$ cat config.mk
export PLATFORM = sky130hd
export DESIGN_NAME = acs_top
export DESIGN_NICKNAME = d
export VERILOG_FILES = /design/src/rtl/acs_pkg.sv /design/src/rtl/acs_ref_mon.sv /design/src/rtl/acs_top.sv
export SDC_FILE = /design/constraint.sdc
export NUM_CORES = 1
export LEC_CHECK = 0
export BUFFER_PORTS_ARGS = -buffer_cell sky130_fd_sc_hd__buf_2
export CELL_PAD_IN_SITES_DETAIL_PLACEMENT = 0
export CELL_PAD_IN_SITES_GLOBAL_PLACEMENT = 2
export CORE_MARGIN = 8
export CORE_UTILIZATION = 38
export DETAILED_ROUTE_END_ITERATION = 7
export PLACE_DENSITY_LB_ADDON = 0.1
export REMOVE_ABC_BUFFERS = 1
export SLEW_MARGIN = 20
export SYNTH_ARGS = -nofsm -noshare
export SYNTH_HDL_FRONTEND = slang
export SYNTH_HIERARCHICAL = 1
export SYNTH_SLANG_ARGS = --single-unit
$ cat constraint.sdc
create_clock -name pclk -period 2.7 [get_ports pclk]
set_clock_uncertainty 0.2 [all_clocks]
set_input_delay 0.405 -clock pclk [delete_from_list [all_inputs] [get_ports pclk]]
set_output_delay 0.405 -clock pclk [all_outputs]
set_load 0.01 [all_outputs]
$ cat src/rtl/acs_pkg.sv
package acs_pkg;
   // ------------------------------------------------------------
   // register map (byte addresses, one word each)
   // ------------------------------------------------------------
   localparam logic [7:0] ADDR_CTRL = 8'h00;  // mode, preference, rate
   localparam logic [7:0] ADDR_STAT = 8'h04;  // in-use source, mismatch, refusal
   localparam logic [7:0] ADDR_LOCK = 8'h08;  // per-input lock and sync
   localparam logic [7:0] ADDR_IRQS = 8'h0C;  // sticky events, clear on read
   localparam logic [7:0] ADDR_IMSK = 8'h10;  // event mask
   localparam logic [7:0] ADDR_RATE = 8'h14;  // measured rate codes
   localparam logic [7:0] ADDR_NREQ = 8'h18;  // network rate request
   // ------------------------------------------------------------
   // field positions
   // ------------------------------------------------------------
   localparam int CTRL_MODE_BIT = 0;   // 1 = follow external reference
   localparam int CTRL_LEAD_BIT = 1;   // announce as favored network master
   localparam int CTRL_PREF_LSB = 4;   // favored input index, 2 bits
   localparam int CTRL_RATE_LSB = 8;   // configured rate code, 4 bits
   localparam int STAT_CUR_LSB = 0;    // in-use source, 3 bits
   localparam int STAT_MIS_BIT = 4;    // rate mismatch
   localparam int STAT_REF_BIT = 5;    // last rate request refused
   localparam int STAT_MST_BIT = 6;    // network master elected
   localparam int STAT_INT_BIT = 7;    // running on internal clock
   localparam int LOCK_SYNC_LSB = 8;   // sync bits above lock bits
   localparam int IRQ_SRC_BIT = 0;     // in-use source changed
   localparam int IRQ_MIS_BIT = 1;     // mismatch raised
   localparam int IRQ_REF_BIT = 2;     // rate request refused
   localparam int IRQ_LCK_BIT = 3;     // any lock lost
   localparam int IRQ_W = 4;
   // ------------------------------------------------------------
   // reset values and codes
   // ------------------------------------------------------------
   localparam logic [31:0] CTRL_RST = 32'h0000_0000;
   localparam logic [3:0] RATE_44K1 = 4'h1;  // 44.1 kHz code
   localparam logic [3:0] RATE_48K = 4'h2;   // 48 kHz code
   localparam logic [2:0] SRC_INT = 3'h4;    // internal master code
   // ------------------------------------------------------------
   // timing
   // ------------------------------------------------------------
   localparam int CLK_NS = 100;         // pclk period
   localparam int LOCK_WIN_NS = 3200;   // longest gap between ref edges
   localparam int LOCK_WIN_CYC = (LOCK_WIN_NS / CLK_NS) < 1 ? 1 : LOCK_WIN_NS / CLK_NS;
   localparam int SW_GAP_CYC = 4;       // mute countdown start: 5 mute cycles before a switch
endpackage

$ cat src/rtl/acs_ref_mon.sv
`timescale 1ns/1ps
// per-input validity monitor: synchronises one reference clock and
// declares lock while edges keep arriving inside the window
module acs_ref_mon #(
   parameter int WIN = acs_pkg::LOCK_WIN_CYC
) (
   input wire logic pclk,
   input wire logic presetn,
   input wire logic ce,
   input wire logic ref_clk,
   output logic locked,
   output logic edge_seen
);
   import acs_pkg::*;
   logic s1, s2, s3;                   // synchroniser and edge history
   logic [$clog2(WIN+1)-1:0] gap;      // cycles since last rising edge
   wire rise = s2 & ~s3;               // rising edge, synced side only
   // ------------------------------------------------------------
   // synchroniser and watchdog
   // ------------------------------------------------------------
   always_ff @(posedge pclk or negedge presetn) begin
      if (!presetn) begin
         s1 <= 1'b0;
         s2 <= 1'b0;
         s3 <= 1'b0;
         gap <= '0;
         locked <= 1'b0;
         edge_seen <= 1'b0;
      end else if (ce) begin
         s1 <= ref_clk;
         s2 <= s1;
         s3 <= s2;
         edge_seen <= rise;
         if (rise) begin
            gap <= '0;
            locked <= 1'b1;
         end else if (gap == WIN[$bits(gap)-1:0]) begin
            locked <= 1'b0;     // silence too long: no lock
         end else begin
            gap <= gap + 1'b1;
         end
      end
   end
endmodule

$ cat src/rtl/acs_top.sv
`timescale 1ns/1ps
//
// Behaviour
// use favored input whenever it is valid
// otherwise scan inputs in order, take first valid
// none valid: run from internal master clock
// report lock per reference input
// report sync when valid and synchronous
// flag mismatch against configured rate
// follower refuses conflicting host rate requests
// master election only among equal rates
// network rate change needs explicit reconfiguration
// show reference actually in use
// return to favored input automatically
// glitch-free switching of derived clock
module acs_top #(
   parameter int NIN = 4,   // word, serial links, two-channel, sync header
   parameter int DIV = 4    // internal master divider half period
) (
   input wire logic pclk,
   input wire logic presetn,
   input wire logic ce,
   input wire logic psel,
   input wire logic penable,
   input wire logic pwrite,
   input wire logic [7:0] paddr,
   input wire logic [31:0] pwdata,
   output logic [31:0] prdata,
   output logic pready,
   output logic pslverr,
   input wire logic [NIN-1:0] ref_clk,
   input wire logic [NIN*4-1:0] ref_rate,
   input wire logic net_rate_eq,
   input wire logic net_peer_lead,
   output logic sample_clk,
   output logic net_master,
   output logic irq
);
   import acs_pkg::*;
   initial begin
      if (NIN != 4) $error("acs_top serves exactly four inputs");
      if (DIV < 1) $error("acs_top divider must be at least one");
   end
   // ------------------------------------------------------------
   // state
   // ------------------------------------------------------------
   logic [31:0] ctrl;                 // software configuration
   logic [NIN-1:0] lock;              // per-input lock
   logic [NIN-1:0] edges;             // per-input edge pulses
   logic [NIN-1:0] sync_st;           // per-input sync
   logic [NIN-1:0] lock_q;            // lock one cycle earlier
   logic [2:0] cur;                   // source in use
   logic [2:0] tgt_q;                 // pending target
   logic [2:0] gap_cnt;               // mute countdown
   logic mism, refused;
   logic [IRQ_W-1:0] irqs, imsk;
   logic [3:0] net_rate;              // rate applied to network side
   logic [7:0] div_cnt;
   logic int_clk;
   typedef enum {SW_RUN, SW_MUTE} acs_sw_t;
   acs_sw_t sw;
   // ------------------------------------------------------------
   // per-input monitors
   // ------------------------------------------------------------
   genvar gi;
   generate
      for (gi = 0; gi < NIN; gi++) begin : g_mon
         acs_ref_mon #(.WIN(LOCK_WIN_CYC)) u_mon (
            .pclk(pclk),
            .presetn(presetn),
            .ce(ce),
            .ref_clk(ref_clk[gi]),
            .locked(lock[gi]),
            .edge_seen(edges[gi])
         );
      end
   endgenerate
   // ------------------------------------------------------------
   // source selection, combinational
   // ------------------------------------------------------------
   wire follow = ctrl[CTRL_MODE_BIT];
   wire [1:0] pref = ctrl[CTRL_PREF_LSB +: 2];
   wire [3:0] cfg_rate = ctrl[CTRL_RATE_LSB +: 4];
   wire [1:0] p1 = pref + 2'd1;
   wire [1:0] p2 = pref + 2'd2;
   wire [1:0] p3 = pref + 2'd3;
   // favored first, then the rest counting up from it with wrap, else internal
   wire [2:0] pick = lock[pref] ? {1'b0, pref} :
                     lock[p1] ? {1'b0, p1} :
                     lock[p2] ? {1'b0, p2} :
                     lock[p3] ? {1'b0, p3} : SRC_INT;
   wire [2:0] want = follow ? pick : SRC_INT;
   wire cur_ext = ~cur[2];
   wire [3:0] cur_rate = ref_rate[cur[1:0]*4 +: 4];
   // rate on the in-use external input governs in follower mode
   wire next_mism = ~follow & (pick != SRC_INT) &
                    (ref_rate[pick[1:0]*4 +: 4] != cfg_rate);
   // ------------------------------------------------------------
   // bus decode
   // ------------------------------------------------------------
   wire acc = psel & penable & pready;
   wire wr = acc & pwrite;
   wire rd = acc & ~pwrite;
   wire hit_ctrl = paddr == ADDR_CTRL;
   wire hit_irqs = paddr == ADDR_IRQS;
   wire hit_imsk = paddr == ADDR_IMSK;
   wire hit_nreq = paddr == ADDR_NREQ;
   wire mapped = hit_ctrl | hit_irqs | hit_imsk | hit_nreq | (paddr == ADDR_STAT) |
                 (paddr == ADDR_LOCK) | (paddr == ADDR_RATE);
   // a follower on an external input keeps its rate unless the same write returns to internal
   wire req_rate_bad = follow & pwdata[CTRL_MODE_BIT] &
                       cur_ext & (pwdata[CTRL_RATE_LSB +: 4] != cur_rate);
   wire [31:0] ctrl_w = req_rate_bad ?
                        {pwdata[31:12], cfg_rate, pwdata[7:0]} : pwdata;
   wire [31:0] stat_v = {24'h0, ~cur_ext, net_master, refused, mism, 1'b0, cur};
   logic [31:0] rmux;
   always_comb begin
      case (paddr)
         ADDR_CTRL: rmux = ctrl;
         ADDR_STAT: rmux = stat_v;
         ADDR_LOCK: rmux = {20'h0, sync_st, 4'h0, lock};
         ADDR_IRQS: rmux = {28'h0, irqs};
         ADDR_IMSK: rmux = {28'h0, imsk};
         ADDR_RATE: rmux = {16'h0, ref_rate};
         ADDR_NREQ: rmux = {28'h0, net_rate};
         default: rmux = 32'h0;
      endcase
   end
   wire [IRQ_W-1:0] ev;
   assign ev[IRQ_SRC_BIT] = (sw == SW_MUTE) && (gap_cnt == 3'd0);
   assign ev[IRQ_MIS_BIT] = next_mism & ~mism;
   assign ev[IRQ_REF_BIT] = wr & hit_ctrl & req_rate_bad;
   assign ev[IRQ_LCK_BIT] = |(lock_q & ~lock);
   // a read clears only the bits it returned: an event landing during
   // the transfer survives to the next read
   wire [IRQ_W-1:0] irq_clr = (rd & hit_irqs) ? prdata[IRQ_W-1:0] : '0;
   // ------------------------------------------------------------
   // bus slave, no wait states
   // ------------------------------------------------------------
   always_ff @(posedge pclk or negedge presetn) begin
      if (!presetn) begin
         pready <= 1'b0;
         prdata <= 32'h0;
         pslverr <= 1'b0;
      end else if (ce) begin
         // ready answers in the cycle after setup
         pready <= psel & ~pready;
         pslverr <= psel & ~pready & ~mapped;
         // capture in setup only, so the word stands through the access
         if (psel & ~penable & ~pwrite) begin
            prdata <= rmux;
         end
      end
   end
   // ------------------------------------------------------------
   // registers and events
   // ------------------------------------------------------------
   always_ff @(posedge pclk or negedge presetn) begin
      if (!presetn) begin
         ctrl <= CTRL_RST;
         imsk <= '0;
         irqs <= '0;
         refused <= 1'b0;
         net_rate <= 4'h0;
         mism <= 1'b0;
         lock_q <= '0;
      end else if (ce) begin
         lock_q <= lock;
         mism <= next_mism;
         if (wr & hit_ctrl) begin
            ctrl <= ctrl_w;
            refused <= req_rate_bad;
         end
         if (wr & hit_imsk) imsk <= pwdata[IRQ_W-1:0];
         // network rate changes only on an explicit write
         if (wr & hit_nreq) net_rate <= pwdata[3:0];
         // set wins over read clear
         irqs <= (irqs & ~irq_clr) | ev;
      end
   end
   // ------------------------------------------------------------
   // sync status: lock on an input with same rate as the clock in use
   // ------------------------------------------------------------
   always_ff @(posedge pclk or negedge presetn) begin
      if (!presetn) begin
         sync_st <= '0;
      end else if (ce) begin
         for (int i = 0; i < NIN; i++) begin
            sync_st[i] <= lock[i] &
               (ref_rate[i*4 +: 4] == (cur_ext ? cur_rate : cfg_rate));
         end
      end
   end
   // ------------------------------------------------------------
   // glitch-free switch: mute low, change source, resume
   // ------------------------------------------------------------
   always_ff @(posedge pclk or negedge presetn) begin
      if (!presetn) begin
         sw <= SW_RUN;
         cur <= SRC_INT;
         tgt_q <= SRC_INT;
         gap_cnt <= 3'd0;
         sample_clk <= 1'b0;
      end else if (ce) begin
         case (sw)
            SW_RUN: begin
               // leave only after the output is low, so no runt pulse
               if (want != cur && !sample_clk) begin
                  sw <= SW_MUTE;
                  tgt_q <= want;
                  gap_cnt <= 3'(SW_GAP_CYC);
                  sample_clk <= 1'b0;
               end else begin
                  sample_clk <= cur_ext ? lock[cur[1:0]] & ref_clk_s(cur) : int_clk;
               end
            end
            SW_MUTE: begin
               sample_clk <= 1'b0;
               if (gap_cnt == 3'd0) begin
                  cur <= tgt_q;
                  sw <= SW_RUN;
               end else begin
                  gap_cnt <= gap_cnt - 3'd1;
               end
            end
            default: sw <= SW_RUN;
         endcase
      end
   end
   // one-cycle edge pulse of the input in use, from its monitor
   function automatic logic ref_clk_s(input logic [2:0] s);
      ref_clk_s = edges[s[1:0]];
   endfunction
   // ------------------------------------------------------------
   // internal master divider, election, interrupt
   // ------------------------------------------------------------
   always_ff @(posedge pclk or negedge presetn) begin
      if (!presetn) begin
         div_cnt <= 8'h0;
         int_clk <= 1'b0;
         net_master <= 1'b0;
         irq <= 1'b0;
      end else if (ce) begin
         if (div_cnt == 8'(DIV - 1)) begin
            div_cnt <= 8'h0;
            int_clk <= ~int_clk;
         end else begin
            div_cnt <= div_cnt + 8'h1;
         end
         // master only among equal rates, and no rival favored master
         net_master <= ctrl[CTRL_LEAD_BIT] & net_rate_eq & ~net_peer_lead;
         irq <= |(irqs & imsk);
      end
   end
   // ------------------------------------------------------------
   // checks
   // ------------------------------------------------------------
   sel_fav_a: assert property (@(posedge pclk) disable iff (!presetn)
      (ce && sw == SW_RUN && follow && lock[pref] && cur != {1'b0, pref}) |->
      ##[1:16] (cur == {1'b0, pref}) || !lock[pref] || !ce || !follow)
      else $error("favored input not adopted");
   sel_int_a: assert property (@(posedge pclk) disable iff (!presetn)
      (ce && lock == '0 && follow) [*8] |-> ##[0:8] (cur == SRC_INT || !ce))
      else $error("internal clock not taken");
   mute_low_a: assert property (@(posedge pclk) disable iff (!presetn)
      (sw == SW_MUTE) |-> !sample_clk)
      else $error("clock active while switching");
   mism_raise_a: assert property (@(posedge pclk) disable iff (!presetn)
      ce && next_mism |=> mism || !ce)
      else $error("mismatch not raised");
   rate_hold_a: assert property (@(posedge pclk) disable iff (!presetn)
      ce && wr && hit_ctrl && req_rate_bad |=> ctrl[CTRL_RATE_LSB +: 4] == $past(cfg_rate))
      else $error("conflicting rate accepted");
   elect_a: assert property (@(posedge pclk) disable iff (!presetn)
      $past(ce) && net_master |-> $past(ctrl[CTRL_LEAD_BIT]) && $past(net_rate_eq) &&
         !$past(net_peer_lead))
      else $error("master elected illegally");
   net_rate_a: assert property (@(posedge pclk) disable iff (!presetn)
      ce && !(wr && hit_nreq) |=> $stable(net_rate))
      else $error("network rate changed unasked");
   sync_lock_a: assert property (@(posedge pclk) disable iff (!presetn)
      ce && (sync_st & ~$past(lock)) != '0 |-> 1'b0)
      else $error("sync without lock");
   irq_mask_a: assert property (@(posedge pclk) disable iff (!presetn)
      ce && (irqs & imsk) != '0 |=> irq || !ce)
      else $error("interrupt not raised");
endmodule

==> results.ini <==
[clock_tree]
cts_tree = done
ctsHtreeMaxLevel = 4
cts_root_buffer = clkbuf_16
cts-buffers-inserted = 17
cts.clk_slew.worst_paths_ns = 0.06
postCtsSetupBuffers = 0
clk_latency_ns = 0.42
clock_sinks = 154
cts.path.max_buffers = 2

[finish]
multiInputGateArea_um2 = 3777
n_antenna_cell = 0
syn_to_final_growth_pct = 22.15
nets = 961
drive_above_1_share_pct = 25.14
seq_area_um2 = 3856
fin_util_pct = 46.70
layout_commonest_cell = dfrtp_1
num-fill-cells = 1959
fin_area_um2 = 9693
mostFrequentLayoutCells = 152 x dfrtp_1, 102 x buf_2, 83 x nand2_1, 41 x nand3_1, 35 x inv_1

[timing]
tightest_slew_ns = 0.5320
rsz0062_at_grt = no
fmax_mhz = 387.9
timing.final.setup_violations = 0
setup_tns_ns = 0
period_minus_slack_ns = 2.578
slew_headroom_pct = 64.38
hold_viol = 0
fin_crit_sh_pct = 95.49
report.final.slew_viol_count = 0
setup_slack_ns = 0.1218

[setup_path]
crit_path_max_fanout = 9
crit_buf_inv = 0
critPathKind = register to register
end_kind = register
cp_data_required_time_ns = 2.85
cp-start-kind = register
critPathMaxStageDelay_ns = 0.59
slowest_stage = or3b_1
crit_arrival_ns = 2.73
cp_top_family = simple AND/OR/NAND/NOR gates
cp_cell_sequence = or3b_1 > o221ai_4 > xnor2_1 > o31ai_2 > a21oi_2 > nand3b_4 > mux2_4

[floorplan]
die_x_um = 160.5
die_area_um2 = 25760
initial_utilization_pct = 38.23
rows = 53
die_h_um = 160.5
ios = 105
core_region_area_um2 = 20760

[synthesis]
ys_seq_elements = 154
synth_area_leaders = dfrtp_1 48%, mux2_2 4.7%, nand2_1 3.9%
yosysTopAreaCellShare_pct = 47.93
ys_dominant_reg_cell = dfrtp_1
synth_cells = 748
synth_edf_count = 0
synth_cell_type_count = 70
syn_area_per_cell_um2 = 10.61
syn_area_um2 = 7935
yosysWarnings = 6
ys_seq_area_share_pct = 48.60
async_flop_share_pct = 100.0
yosys.area.top_type = dfrtp_1

[min_path]
hp-class = input pin to register

[pwr]
p_leak_nw = 4.497
powerDensity_nw_per_um2 = 782.2
worst_ir_drop_vdd_uv = 462.5
power.total_mw = 7.582

[detailed_routing]
drtIter0Drc = 337
num_vias = 6252
routed_wl_mm = 21.15
drc = 0
dr.pass1.iters = 5
drtAntennaViolNets = 0
routedWlPerCell_um = 18.08
viasPerCell = 5.344

[placement]
place_hpwl_mm = 15.28
placed_area_um2 = 8875
pre_cts_ws_ns = 0.1576
place_congestion = 0.7965
io_buffers = 104

[grt]
antenna_found_initial = 0
track_usage_pct = 16.81
grt.overflow.total = 0
grt_pass1_vias = 6479
grt_max_degree = 96
grt_pass1_wl_mm = 34.85

[run_status]
outcome = finished clean

[flow_run]
max-cap-violations = 0

==> state kept, by name, indices dropped and copies added, names as in the netlist, 3 cells and up <==
| signal | flops |
|---|---|
| prdata | 32 |
| g_mon.u_mon/edge_seen | 4 |
| cur | 3 |
| irqs | 4 |
| g_mon.u_mon/s1 | 4 |
| g_mon.u_mon/s3 | 4 |
| net_rate | 4 |
| div_cnt | 8 |
| imsk | 4 |
| ctrl | 32 |
| sync_st | 4 |
| g_mon.u_mon/gap | 24 |
| g_mon.u_mon/s2 | 4 |
| lock_q | 4 |
| tgt_q | 3 |
| gap_cnt | 3 |
| g_mon.u_mon/locked | 4 |
==> per-stage QoR <==
stage | hold WS (ns) | instances
3_3_place_gp | 0.1687 | 1115
5_1_grt | 0.001772 | 1170
2_1_floorplan | -0.09059 | 710
4_1_cts | 0.0009334 | 1170
3_5_place_dp | 0.1746 | 1115
6_report | 0.01882 | 1170
==> final cells by class <==
type / count / share of cell area (%)
clock buffers: 20 / 4.608
clock inverters: 12 / 1.459
inverters: 36 / 1.394
multi-input cells: 520 / 38.97
flip-flops and latches: 154 / 39.78
well taps: 275 / 3.550
repair buffers: 153 / 10.24
==> logic make-up (layout without fill, tap and decap cells) <==
group | Yosys count | in the layout | share of synthesized area (%)
adder cells (fa/ha/maj) | 11 | 11 | 1.734
multiplexers | 83 | 83 | 12.41
flip-flops | 154 | 154 | 48.60
AO/OA/AOI/OAI | 137 | 137 | 12.72
AND/OR/NAND/NOR | 258 | 258 | 17.17
buffers and inverters | 74 | 221 | 3.942
XOR/XNOR | 31 | 31 | 3.422
==> what timing repair did <==
action / CTS / global route
hold buffers: 23 / 0
hold endpoints to repair: 63 / 0
gates resized for setup: 0 / 0
==> worst register-to-register path: cells and delay by family, from the launching register on <==
family                    cells  cell delay (ns)
and+or+nand+nor               2             0.74
AOI/OAI and AO/OA             3             0.59
DFF                           1             0.48
muxes                         1             0.32
xor gates and xnor gates      1             0.19
==> power breakdown <==
| group | switching (mW) | leakage, nW | total [mW] | internal (mW) |
|---|---|---|---|---|
| registers | 0.493 | 1.96 | 3.23 | 2.73 |
| clock network | 0.987 | 0.287 | 2.39 | 1.40 |
| logic | 1.01 | 2.26 | 1.97 | 0.957 |
| total | 2.49 | 4.50 | 7.58 | 5.09 |
==> final timing paths <==
check | slack [ns] | cells past startpoint | from | to
worst max-delay path | 0.12 | 7 | ctrl[5] | tgt_q[2]
worst min-delay path | 0.02 | 2 | ref_clk[3] | g_mon[3].u_mon/s1
worst max register to register | 0.12 | 7 | ctrl[5] | tgt_q[2]
worst min register to register | 0.26 | 2 | prdata[17] | prdata[17]
max in group asynchronous | 1.28 | 3 | presetn | tgt_q[2]
min in group asynchronous | 0.30 | 2 | presetn | pslverr
==> layer usage <==
| metal | global-route usage [%] | wire [um] | up-vias |
|---|---|---|---|
| met5 | 0 | 0 | - |
| met4 | 5.777 | 388 | 0 |
| met3 | 3.762 | 888 | 29 |
| met2 | 27.20 | 9937 | 112 |
| met1 | 21.83 | 9935 | 3130 |
| li1 | - | - | 2981 |
==> cell usage after synthesis, drive strengths merged, types with 11 or more instances <==
cell type / instances
buf: 22
a31oi: 16
xor2: 12
clkbuf: 16
nand3: 46
nand2: 83
dfrtp: 152
mux2: 61
xnor2: 19
nor3: 17
a21oi: 13
ha: 11
o21ai: 27
mux2i: 17
inv: 36
nor2: 32
nand2b: 19
(Power assumes the default switching activity.)
